===== config.mk =====
export PLATFORM = sky130hd
export DESIGN_NAME = usp_top
export DESIGN_NICKNAME = d
export VERILOG_FILES = /design/src/usp_pkg.sv /design/src/usp_act_if.sv /design/src/usp_activity.sv /design/src/usp_top.sv
export VERILOG_INCLUDE_DIRS = /design/src
export SDC_FILE = /design/constraint.sdc
export NUM_CORES = 1
export LEC_CHECK = 0
export BUFFER_PORTS_ARGS = -buffer_cell sky130_fd_sc_hd__buf_2
export CORE_MARGIN = 8
export CORE_UTILIZATION = 55
export CTS_CLUSTER_SIZE = 40
export DETAILED_ROUTE_END_ITERATION = 16
export HOLD_SLACK_MARGIN = 0.05
export PLACE_DENSITY = 0.8
export REMOVE_ABC_BUFFERS = 1
export SYNTH_ARGS = -nofsm -noshare
export SYNTH_HDL_FRONTEND = slang
export SYNTH_SLANG_ARGS = --single-unit

===== constraint.sdc =====
create_clock -name pclk -period 2.4 [get_ports pclk]
set_input_delay 0.12 -clock pclk [delete_from_list [all_inputs] [get_ports pclk]]
set_output_delay 0.12 -clock pclk [all_outputs]
set_load 0.01 [all_outputs]

===== src/usp_defs.svh =====
// offsets, field positions, reset values and timing counts of the usb status and pin block
//
// Summary of operation
// - status output A asserts during host bus reset when that condition is chosen
// - status output A asserts while suspended when that condition is chosen
// - max power at most one unit load: current condition means suspended only
// - max power above one unit load: current condition means suspended or unconfigured
// - software picks polarity and conditions; output deasserts when none holds
// - after reset output A is active high and asserts only while suspended
// - output B offers same choices, defaults active low, asserts during suspend
// - terminal-ready shared pin leaves reset as push-pull general-purpose output
// - ring/wake and carrier pins leave reset as inputs with pull-up
// - ring indicate and remote wake inputs are active low when assigned
// - clear-to-send pin leaves reset as modem input with pull-up
// - request-to-send pin: gpio, active-low output or rs485 enable; default open drain
// - rx activity pin defaults to indicator, toggles about ten hertz while receiving
// - tx activity pin defaults to indicator, toggles about ten hertz while transmitting
`ifndef USP_DEFS_SVH
`define USP_DEFS_SVH

`define USP_ADDR_CFG_A 8'h00
`define USP_ADDR_CFG_B 8'h04
`define USP_ADDR_POWER 8'h08
`define USP_ADDR_PIN_MODE 8'h0c
`define USP_ADDR_GPIO 8'h10
`define USP_ADDR_STATUS 8'h14

// status config: bit0 polarity (1 = active low), bit1 reset, bit2 suspend, bit3 current
`define USP_CFG_POL 0
`define USP_CFG_SEL_LO 1
`define USP_CFG_A_RST 4'h4
`define USP_CFG_B_RST 4'h5

`define USP_ONE_UNIT_LOAD 8'h32
`define USP_POWER_RST 8'h32

// pin mode fields
`define USP_PM_DTR 0
`define USP_PM_RW_LO 1
`define USP_PM_CD 3
`define USP_PM_CTS 4
`define USP_PM_RTS_LO 5
`define USP_PM_RTS_OD 7
`define USP_PM_RXA 8
`define USP_PM_TXA 9
`define USP_PIN_MODE_RST 10'h3b0

// pin indices
`define USP_NPINS 7
`define USP_PIN_RTS 0
`define USP_PIN_CTS 1
`define USP_PIN_RXA 2
`define USP_PIN_TXA 3
`define USP_PIN_CD 4
`define USP_PIN_RW 5
`define USP_PIN_DTR 6

// gpio register: out [6:0], dir [14:8], pull-up [22:16]
`define USP_GPIO_DIR_LO 8
`define USP_GPIO_PU_LO 16
`define USP_GPIO_OUT_RST 7'h00
`define USP_GPIO_DIR_RST 7'h40
`define USP_GPIO_PU_RST 7'h32

`define USP_CLK_HZ 10000000
`define USP_ACT_INTERVAL_MS 100
`define USP_ACT_CYCLES ((`USP_CLK_HZ / 1000) * `USP_ACT_INTERVAL_MS)

`endif


===== src/usp_pkg.sv =====
// types shared by the usb status and pin block
package usp_pkg;

    typedef enum logic [1:0] {
        USP_RW_GPIO = 2'h0,
        USP_RW_RING = 2'h1,
        USP_RW_WAKE = 2'h2
    } usp_rw_fn_e;

    typedef enum logic [1:0] {
        USP_RTS_GPIO = 2'h0,
        USP_RTS_MODEM = 2'h1,
        USP_RTS_RS485 = 2'h2
    } usp_rts_fn_e;

endpackage


===== src/usp_act_if.sv =====
// carrier between the pin block and its activity indicator engine
`timescale 1ns/10ps
interface usp_act_if;
    logic [1:0] busy;
    logic [1:0] ind;
    modport ctl (output busy, input ind);
    modport act (input busy, output ind);
endinterface


===== src/usp_activity.sv =====
// activity indicator engine: shared interval divider, one toggle per channel
`timescale 1ns/10ps
`include "usp_defs.svh"
module usp_activity #(
    parameter int unsigned TOGGLE_CYCLES = `USP_ACT_CYCLES
) (
    input wire logic pclk,
    input wire logic presetn,
    usp_act_if.act act
);
    import usp_pkg::*;

    localparam int CW = $clog2(TOGGLE_CYCLES + 1);
    localparam logic [CW-1:0] LAST = CW'(TOGGLE_CYCLES - 1);

    typedef struct packed {
        logic [CW-1:0] cnt;
        logic [1:0] ind;
    } usp_act_s;

    usp_act_s r;
    usp_act_s next_r;
    logic tick;

    assign tick = (r.cnt == LAST);

    always_comb
    begin
        next_r = r;
        next_r.cnt = tick ? '0 : r.cnt + 1'b1;
        for (int i = 0; i < 2; i++)
        begin
            if (tick && act.busy[i])
                next_r.ind[i] = ~r.ind[i];
        end
    end

    always_ff @(posedge pclk or negedge presetn)
    begin
        if (!presetn)
            r <= '0;
        else
            r <= next_r;
    end

    assign act.ind = r.ind;
endmodule


===== src/usp_top.sv =====
// usb status outputs, shared modem/gpio pin muxing and activity indicators behind apb
`timescale 1ns/10ps
`include "usp_defs.svh"
module usp_top #(
    parameter int unsigned ACT_TOGGLE_CYCLES = `USP_ACT_CYCLES
) (
    input wire logic pclk,
    input wire logic presetn,
    input wire logic psel,
    input wire logic penable,
    input wire logic pwrite,
    input wire logic [7:0] paddr,
    input wire logic [31:0] pwdata,
    output logic [31:0] prdata,
    output logic pready,
    output logic pslverr,
    input wire logic usb_bus_reset,
    input wire logic usb_suspended,
    input wire logic usb_configured,
    input wire logic uart_rx_busy,
    input wire logic uart_tx_busy,
    input wire logic terminal_ready,
    input wire logic request_to_send,
    input wire logic rs485_tx_enable,
    output logic usb_state_out_a,
    output logic usb_state_out_b,
    input wire logic [`USP_NPINS-1:0] pin_in,
    output logic [`USP_NPINS-1:0] pin_out,
    output logic [`USP_NPINS-1:0] pin_oe,
    output logic [`USP_NPINS-1:0] pin_pullup,
    output logic ring_indicate,
    output logic remote_wake_in,
    output logic carrier_detect,
    output logic clear_to_send,
    output usp_pkg::usp_rw_fn_e ring_wake_mode
);
    import usp_pkg::*;

    localparam int NP = `USP_NPINS;

    typedef struct packed {
        logic [3:0] cfg_a;
        logic [3:0] cfg_b;
        logic [7:0] max_power;
        logic [9:0] pin_mode;
        logic [NP-1:0] gpio_out;
        logic [NP-1:0] gpio_dir;
        logic [NP-1:0] gpio_pu;
        logic [NP-1:0] sync1;
        logic [NP-1:0] sync2;
        logic stat_a;
        logic stat_b;
        logic [NP-1:0] pout;
        logic [NP-1:0] poe;
        logic [NP-1:0] ppu;
        logic ring;
        logic wake;
        logic cd;
        logic cts;
        logic ready;
        logic slverr;
        logic [31:0] rdata;
    } usp_state_s;

    usp_state_s r;
    usp_state_s next_r;

    usp_act_if act_bus ();

    usp_activity #(
        .TOGGLE_CYCLES(ACT_TOGGLE_CYCLES)
    ) u_activity (
        .pclk(pclk),
        .presetn(presetn),
        .act(act_bus)
    );

    // indicators run only while the uart is busy
    assign act_bus.busy = {uart_tx_busy, uart_rx_busy};

    // current-safety condition depends on configured budget
    logic power_unsafe;
    assign power_unsafe = (r.max_power > `USP_ONE_UNIT_LOAD) ? (usb_suspended || !usb_configured)
                                                             : usb_suspended;

    // chosen conditions, then polarity; nothing chosen gives deasserted
    function automatic logic stat_eval(input logic [3:0] cfg, input logic rst_c, input logic sus_c,
                                       input logic pwr_c);
        logic [2:0] sel;
        logic cond;
        sel = cfg[`USP_CFG_SEL_LO +: 3];
        cond = (sel[0] && rst_c) || (sel[1] && sus_c) || (sel[2] && pwr_c);
        return cond ^ cfg[`USP_CFG_POL];
    endfunction

    logic apb_setup;
    logic apb_done;
    logic addr_ok;
    logic [31:0] rd_mux;
    logic [31:0] status_word;
    logic [31:0] gpio_word;

    assign apb_setup = psel && penable && !r.ready;
    assign apb_done = psel && penable && r.ready;
    // register slot is a word; low two address bits must be zero
    assign addr_ok = (paddr[1:0] == 2'h0) && (paddr <= `USP_ADDR_STATUS);

    always_comb
    begin
        gpio_word = '0;
        gpio_word[NP-1:0] = r.gpio_out;
        gpio_word[`USP_GPIO_DIR_LO +: NP] = r.gpio_dir;
        gpio_word[`USP_GPIO_PU_LO +: NP] = r.gpio_pu;
    end

    assign status_word = {18'h0, usb_configured, power_unsafe, usb_suspended, usb_bus_reset,
                          r.stat_b, r.stat_a, 1'b0, r.sync2};

    always_comb
    begin
        case (paddr)
            `USP_ADDR_CFG_A: rd_mux = {28'h0, r.cfg_a};
            `USP_ADDR_CFG_B: rd_mux = {28'h0, r.cfg_b};
            `USP_ADDR_POWER: rd_mux = {24'h0, r.max_power};
            `USP_ADDR_PIN_MODE: rd_mux = {22'h0, r.pin_mode};
            `USP_ADDR_GPIO: rd_mux = gpio_word;
            `USP_ADDR_STATUS: rd_mux = status_word;
            default: rd_mux = 32'h0;
        endcase
    end

    // per-pin function value, whether that function drives, and whether function is selected
    logic [NP-1:0] fn_sel;
    logic [NP-1:0] fn_val;
    logic [NP-1:0] fn_oe;
    usp_rw_fn_e rw_fn;
    usp_rts_fn_e rts_fn;
    logic rts_val;

    assign rw_fn = usp_rw_fn_e'(r.pin_mode[`USP_PM_RW_LO +: 2]);
    assign rts_fn = usp_rts_fn_e'(r.pin_mode[`USP_PM_RTS_LO +: 2]);

    always_comb
    begin
        fn_sel = '0;
        fn_val = '0;
        fn_oe = '0;
        rts_val = 1'b1;
        // rts pin: active-low modem output or rs485 direction enable
        case (rts_fn)
            USP_RTS_MODEM: rts_val = ~request_to_send;
            USP_RTS_RS485: rts_val = rs485_tx_enable;
            default: rts_val = 1'b1;
        endcase
        fn_sel[`USP_PIN_RTS] = (rts_fn != USP_RTS_GPIO);
        if (r.pin_mode[`USP_PM_RTS_OD])
        begin
            // open drain: only ever pull low
            fn_val[`USP_PIN_RTS] = 1'b0;
            fn_oe[`USP_PIN_RTS] = ~rts_val;
        end
        else
        begin
            fn_val[`USP_PIN_RTS] = rts_val;
            fn_oe[`USP_PIN_RTS] = 1'b1;
        end
        fn_sel[`USP_PIN_CTS] = r.pin_mode[`USP_PM_CTS];
        fn_sel[`USP_PIN_RXA] = r.pin_mode[`USP_PM_RXA];
        fn_val[`USP_PIN_RXA] = act_bus.ind[0];
        fn_oe[`USP_PIN_RXA] = 1'b1;
        fn_sel[`USP_PIN_TXA] = r.pin_mode[`USP_PM_TXA];
        fn_val[`USP_PIN_TXA] = act_bus.ind[1];
        fn_oe[`USP_PIN_TXA] = 1'b1;
        // carrier and ring/wake pins are inputs in their modem role
        fn_sel[`USP_PIN_CD] = r.pin_mode[`USP_PM_CD];
        fn_sel[`USP_PIN_RW] = (rw_fn != USP_RW_GPIO);
        fn_sel[`USP_PIN_DTR] = r.pin_mode[`USP_PM_DTR];
        fn_val[`USP_PIN_DTR] = ~terminal_ready;
        fn_oe[`USP_PIN_DTR] = 1'b1;
    end

    logic [NP-1:0] mux_out;
    logic [NP-1:0] mux_oe;

    genvar gi;
    generate
        for (gi = 0; gi < NP; gi++)
        begin : g_pin
            assign mux_out[gi] = fn_sel[gi] ? fn_val[gi] : r.gpio_out[gi];
            assign mux_oe[gi] = fn_sel[gi] ? fn_oe[gi] : r.gpio_dir[gi];
        end
    endgenerate

    always_comb
    begin
        next_r = r;
        // pins come from another domain: two flops before use
        next_r.sync1 = pin_in;
        next_r.sync2 = r.sync1;

        next_r.stat_a = stat_eval(r.cfg_a, usb_bus_reset, usb_suspended, power_unsafe);
        next_r.stat_b = stat_eval(r.cfg_b, usb_bus_reset, usb_suspended, power_unsafe);

        next_r.pout = mux_out;
        next_r.poe = mux_oe;
        next_r.ppu = r.gpio_pu;

        // active-low modem inputs, reported high when asserted
        next_r.ring = (rw_fn == USP_RW_RING) && !r.sync2[`USP_PIN_RW];
        next_r.wake = (rw_fn == USP_RW_WAKE) && !r.sync2[`USP_PIN_RW];
        next_r.cd = r.pin_mode[`USP_PM_CD] && !r.sync2[`USP_PIN_CD];
        next_r.cts = r.pin_mode[`USP_PM_CTS] && !r.sync2[`USP_PIN_CTS];

        // one wait state: answer registered, so every bus output is a flop
        next_r.ready = apb_setup;
        if (apb_setup)
        begin
            next_r.slverr = !addr_ok;
            next_r.rdata = (pwrite || !addr_ok) ? 32'h0 : rd_mux;
        end
        else if (apb_done)
        begin
            next_r.slverr = 1'b0;
            next_r.rdata = 32'h0;
        end

        // writes take effect only at the completing edge
        if (apb_done && pwrite && addr_ok)
        begin
            case (paddr)
                `USP_ADDR_CFG_A: next_r.cfg_a = pwdata[3:0];
                `USP_ADDR_CFG_B: next_r.cfg_b = pwdata[3:0];
                `USP_ADDR_POWER: next_r.max_power = pwdata[7:0];
                `USP_ADDR_PIN_MODE: next_r.pin_mode = pwdata[9:0];
                `USP_ADDR_GPIO:
                begin
                    next_r.gpio_out = pwdata[NP-1:0];
                    next_r.gpio_dir = pwdata[`USP_GPIO_DIR_LO +: NP];
                    next_r.gpio_pu = pwdata[`USP_GPIO_PU_LO +: NP];
                end
                default: next_r.cfg_a = r.cfg_a;
            endcase
        end
    end

    always_ff @(posedge pclk or negedge presetn)
    begin
        if (!presetn)
        begin
            r <= '0;
            r.cfg_a <= `USP_CFG_A_RST;
            r.cfg_b <= `USP_CFG_B_RST;
            r.stat_b <= 1'b1;
            r.max_power <= `USP_POWER_RST;
            r.pin_mode <= `USP_PIN_MODE_RST;
            r.gpio_out <= `USP_GPIO_OUT_RST;
            r.gpio_dir <= `USP_GPIO_DIR_RST;
            r.gpio_pu <= `USP_GPIO_PU_RST;
            r.ppu <= `USP_GPIO_PU_RST;
            r.poe <= `USP_GPIO_DIR_RST;
            r.sync1 <= '1;
            r.sync2 <= '1;
        end
        else
        begin
            r <= next_r;
        end
    end

    assign prdata = r.rdata;
    assign pready = r.ready;
    assign pslverr = r.slverr;
    assign usb_state_out_a = r.stat_a;
    assign usb_state_out_b = r.stat_b;
    assign pin_out = r.pout;
    assign pin_oe = r.poe;
    assign pin_pullup = r.ppu;
    assign ring_indicate = r.ring;
    assign remote_wake_in = r.wake;
    assign carrier_detect = r.cd;
    assign clear_to_send = r.cts;
    assign ring_wake_mode = usp_rw_fn_e'(r.pin_mode[`USP_PM_RW_LO +: 2]);
endmodule


# Yosys cells after proc, flatten, opt, wreduce, memory -nomap -nowiden

Index checks and enable logic that the tools add are counted.

Register bits: 144
Input bits: 60
Output and inout bits: 63
Word-level logic and storage cells: 107

$add $sub $neg: 1
$lt $le $gt $ge: 2
Equality and inequality tests: 10
Multiplexer cells: 23
Bitwise gates (word level): 7
Reductions and logical operators: 40

Operators with widths:

| cell                    | count |
|---|---|
| $pmux W23 S6            | 1 |
| $mux W33                | 2 |
| $mux W32                | 1 |
| $add A20 B1 Y20 const B | 1 |
| $eq A20 B20 Y1 const B  | 1 |
| $mux W20                | 1 |
| $logic_and A1 B1 Y1     | 18 |
| $mux W1                 | 17 |
| $eq A8 B4 Y1 const B    | 2 |
| $eq A8 B5 Y1 const B    | 2 |
| $reduce_and A2 Y1       | 5 |
| $eq A8 B3 Y1 const B    | 1 |
| $gt A8 B6 Y1 const B    | 1 |
| $le A8 B5 Y1 const B    | 1 |
| $logic_not A8 Y1        | 1 |
| $logic_not A1 Y1        | 6 |
| $logic_or A1 B1 Y1      | 6 |
| $reduce_bool A2 Y1      | 3 |
| $not A1 Y1              | 5 |
| $eq A2 B1 Y1 const B    | 2 |
| $eq A2 B2 Y1 const B    | 2 |
| $logic_not A2 Y1        | 1 |
| $pmux W1 S2             | 1 |
| $xor A1 B1 Y1           | 2 |

# Logic depth before layout (Yosys ltp)

Depth after elaboration: 6
Mapped depth: 6
Mapped depth without buffers: 5

# Modules after synthesis

From an unflattened synthesis, not the netlist that was laid out.

Cells, all modules: 476
Area, all modules: 5974.5 µm²

Modules (own cells, without submodules):

| module       | times used | cells an instance | area each (µm²) | seq. area each (µm²) |
|---|---|---|---|---|
| usp_top      | 1          | 370               | 4869.7          | 2845.2 |
| usp_activity | 1          | 106               | 1104.8          | 550.5 |

# Worst setup path after synthesis

Ideal clock, no wire load.

Path kind: reg2reg
Start point: register r (netlist bit pready)
End point: register r (netlist bit gpio_word[0])
Library setup time: 0.125 ns
Arrival time: 1.517 ns
Required time: 2.275 ns
Path slack: 0.758 ns
Stages on the path, launching flop included: 5
Path buffers: 1
Period minus slack after synthesis: 1.642 ns
Path through: dfrtp_1 nand4_1 or4_4 buf_6 mux2_4

Word-level cells in the longest chain between the ends: 4

Ends and longest elaborated chain:

| item                               | line           | text |
|---|---|---|
| start, declared                    | usp_top.sv:65  | `usp_state_s r;` |
| start signal, assigned             | usp_top.sv:266 | `r <= next_r;` |
| $logic_and A1 B1 Y1                | usp_top.sv:104 | `assign apb_done = psel && penable && r.ready;` |
| $logic_and A1 B1 Y1 (2 in series)  | usp_top.sv:228 | `if (apb_done && pwrite && addr_ok)` |
| $reduce_and A2 Y1 (no source line) | n/a            |  |

Every way passes these cells.
A chain may end at the register's enable or synchronous reset.

==> out/qor.yml <==
clock_network:
  cts_tree: "done"
  clock_latency_ns: 0.52
  cts_buffer_depth: 2
  cts_max_level: 4
  cts_made_buffers: 17
  clk_transition_reported_paths_ns: 0.06
  cts_root_buf: "clkbuf_8"
  cts_setup_buffers: 0
  cts.sinks: 134
sta:
  fmax_ghz: 0.517
  relSlewSlack_pct: 35.3
  hold_viol: 0
  timing.final.crit_period_ns: 1.93
  fin_skew_ns: 0.00699
  rsz0062_at_grt: "no"
  drv_slew: 0
  tightest_slew_ns: 0.968
  layout_worst_path_cycle_share_pct: 80.5
  timing.setup.tns_ns: 0
  setup-violations-final: 0
yosys:
  syn_area_per_cell_um2: 12.8
  synth_warnings: 0
  synth_edf_count: 0
  yosysTopAreaCell: "dfrtp_1"
  ys_seq_elements: 134
  seq_area_frac_synth_pct: 56.6
  synth_top_area_share_pct: 41.7
  synthDistinctLibCells: 54
  syn_area_mm2: 0.00600
  synthFlopType: "dfrtp_1"
  netlist_instances: 470
  synth_area_leaders: "dfrtp_1, dfstp_2, buf_4, mux2_2, mux2_4"
  async_reset_ff_share_pct: 100
die:
  die_w_um: 120
  dieHeight_um: 120
  die_area_mm2: 0.0145
  io_pins: 123
  std_cell_rows: 38
  initial_utilization_pct: 55.8
  coreArea_mm2: 0.0107
global_route:
  grt_max_degree: 55
  antenna_found_initial: 0
  grt_pass1_wl_um: 22800
  grt-ovfl-total: 0
  grt.total_usage_pct: 20.2
  grt_pass1_vias: 4256
routing:
  drt-initial-drc-count: 308
  antenna_left: 0
  vias: 4024
  drt-pass1-iter-count: 4
  drc_errors: 0
  wl_um: 14200
  wl_per_cell_um: 19.4
  vias_per_cell: 5.50
min_path:
  hp-class: "input port to register"
  holdCritStartpoint: "paddr[6]"
  whs_path_depth: 4
power:
  p_leak_nw: 3.60
  ir_worst_vdd_uv: 513
  p_per_area_mw_per_mm2: 706
placement:
  place.gp.congestion: 0.834
  place_area_mm2: 0.00629
  post-dp-hpwl_um: 9500
  portBuffers: 102
critical_path:
  critPathLaunch: "u_activity.r[8]"
  max_stage_delay_ns: 0.67
  r2r.worst_path.cells: 4
  crit_type: "register to register"
  endpoint_kind: "register"
  worst_ep_required_time_ns: 2.79
  cpMaxStageDelayCell: "nor4_1"
  cp_max_fo: 12
  r2r-start: "u_activity.r[8]"
  startpoint_type: "register"
  worstPathCellList: "nand4_1, nor4_1, nand3_1, mux2i_1"
  crit_arrival_ns: 2.32
layout:
  final_layout_size_suffix_gt1_share_pct: 40.0
  diodes: 0
  postLayoutCellArea_mm2: 0.00729
  nets: 643
  area_delta_synth_final_pct: 21.5
run:
  cap_violations: 0
run_status:
  outcome: "finished, final reports clean"
cells by family after synthesis:
logic type | after synthesis | share of synthesized area, %
flip-flops | 134 | 56.6
other | 1 | 0.0625
adder cells (fa/ha/maj) | 4 | 0.834
AO/OA/AOI/OAI | 48 | 5.42
XOR/XNOR | 17 | 2.48
multiplexers | 73 | 15.2
buffers and inverters | 78 | 8.68
AND/OR/NAND/NOR | 115 | 10.7
stage by stage:
| step | power (mW) | utilization, % | setup WS (ns) | cells | hold WS, ns |
|---|---|---|---|---|---|
| 6_report | 5.14 | 67.8 | 0.467 | 732 | 0.0918 |
| 5_1_grt | 5.32 | 67.8 | 0.273 | 732 | 0.0836 |
| 2_1_floorplan | 2.40 | - | 0.709 | 412 | -0.176 |
| 3_3_place_gp | 2.53 | 58.5 | 0.525 | 660 | 0.200 |
| 4_1_cts | 5.19 | 67.8 | 0.469 | 732 | 0.0672 |
| 3_5_place_dp | 2.54 | 58.5 | 0.476 | 660 | 0.206 |
final timing paths:
path / endpoint / slack [ns]
max reg2reg: u_activity.r[21] / 0.47
max: u_activity.r[21] / 0.47
max in group asynchronous: r[65] / 1.35
min reg2reg: r[61] / 0.35
min in group asynchronous: u_activity.r[7] / 0.17
min: prdata[7] / 0.09
flip-flops by register name, summed over array words and instances, names as in the netlist, 2 cells and up:
signal	cells
fn_sel	5
u_activity.act.ind	2
r	26
pin_pullup	7
u_activity.r	20
pin_out	7
pin_oe	7
gpio_word	21
ring_wake_mode	2
prdata	22
next_r	7
layout make-up:
type,count,area [um^2]
fill,737,3460
timing repair buffer,148,958
sequential,134,3400
tap,140,175
multi-input combinational,267,2120
inverter,11,41.3
clock buffer,25,484
clock inverter,7,118
cells in the mapped netlist, drive strengths merged (2+ instances only):
master	number
dfrtp	100
buf	64
mux2	53
dfstp	34
nand2	29
mux2i	17
nor2	16
o21ai	14
nand3	12
a22o	11
inv	11
xnor2	11
nor3	9
a21oi	8
nor2b	8
nand4	7
nor4	7
xor2	6
and3	5
a31oi	4
ha	4
nand3b	4
nor3b	4
or2	4
clkbuf	3
mux4	3
a211oi	2
a222oi	2
nand2b	2
or4	2
layer usage:
metal	wire length, um	vias to the layer above	track usage, %
met4	397	0	10.2
met3	939	33	5.55
met5	0	-	0
li1	-	1819	-
met1	5810	2016	24.8
met2	7060	156	32.3
cells in the final DEF, fill, tap and decap left out, drive strengths merged, types with 4 or more instances in the layout:
cell,instances
conb,10
a31oi,4
dfrtp,100
nor2,16
inv,11
xnor2,11
nor3b,4
nor3,9
ha,4
nor2b,8
and3,5
nand4,7
or2,4
a21oi,8
a22o,11
dlygate4sd3,40
buf,108
mux2,53
dfstp,34
clkbuf,25
nand2,29
xor2,6
nand3,12
nor4,7
o21ai,14
nand3b,4
mux2i,17
report_power, final:
group / leakage (nW) / total (mW) / internal, mW / switching (mW)
Clock: 0.285 / 2.59 / 1.69 / 0.898
Sequential: 1.73 / 2.31 / 2.29 / 0.0125
Combinational: 1.59 / 0.245 / 0.108 / 0.138
critical path, delay by kind of cell, from the launching register on:
family,cells,cell delay [ns]
flip-flops,1,0.56
multiplexers,1,0.16
AND/OR/NAND/NOR,3,1.09
what timing repair did:
item,in CTS,in global routing
gates resized for setup,0,0
endpoints found under the hold margin,115,0
hold buffers,40,0
(Power assumes the default switching activity.)
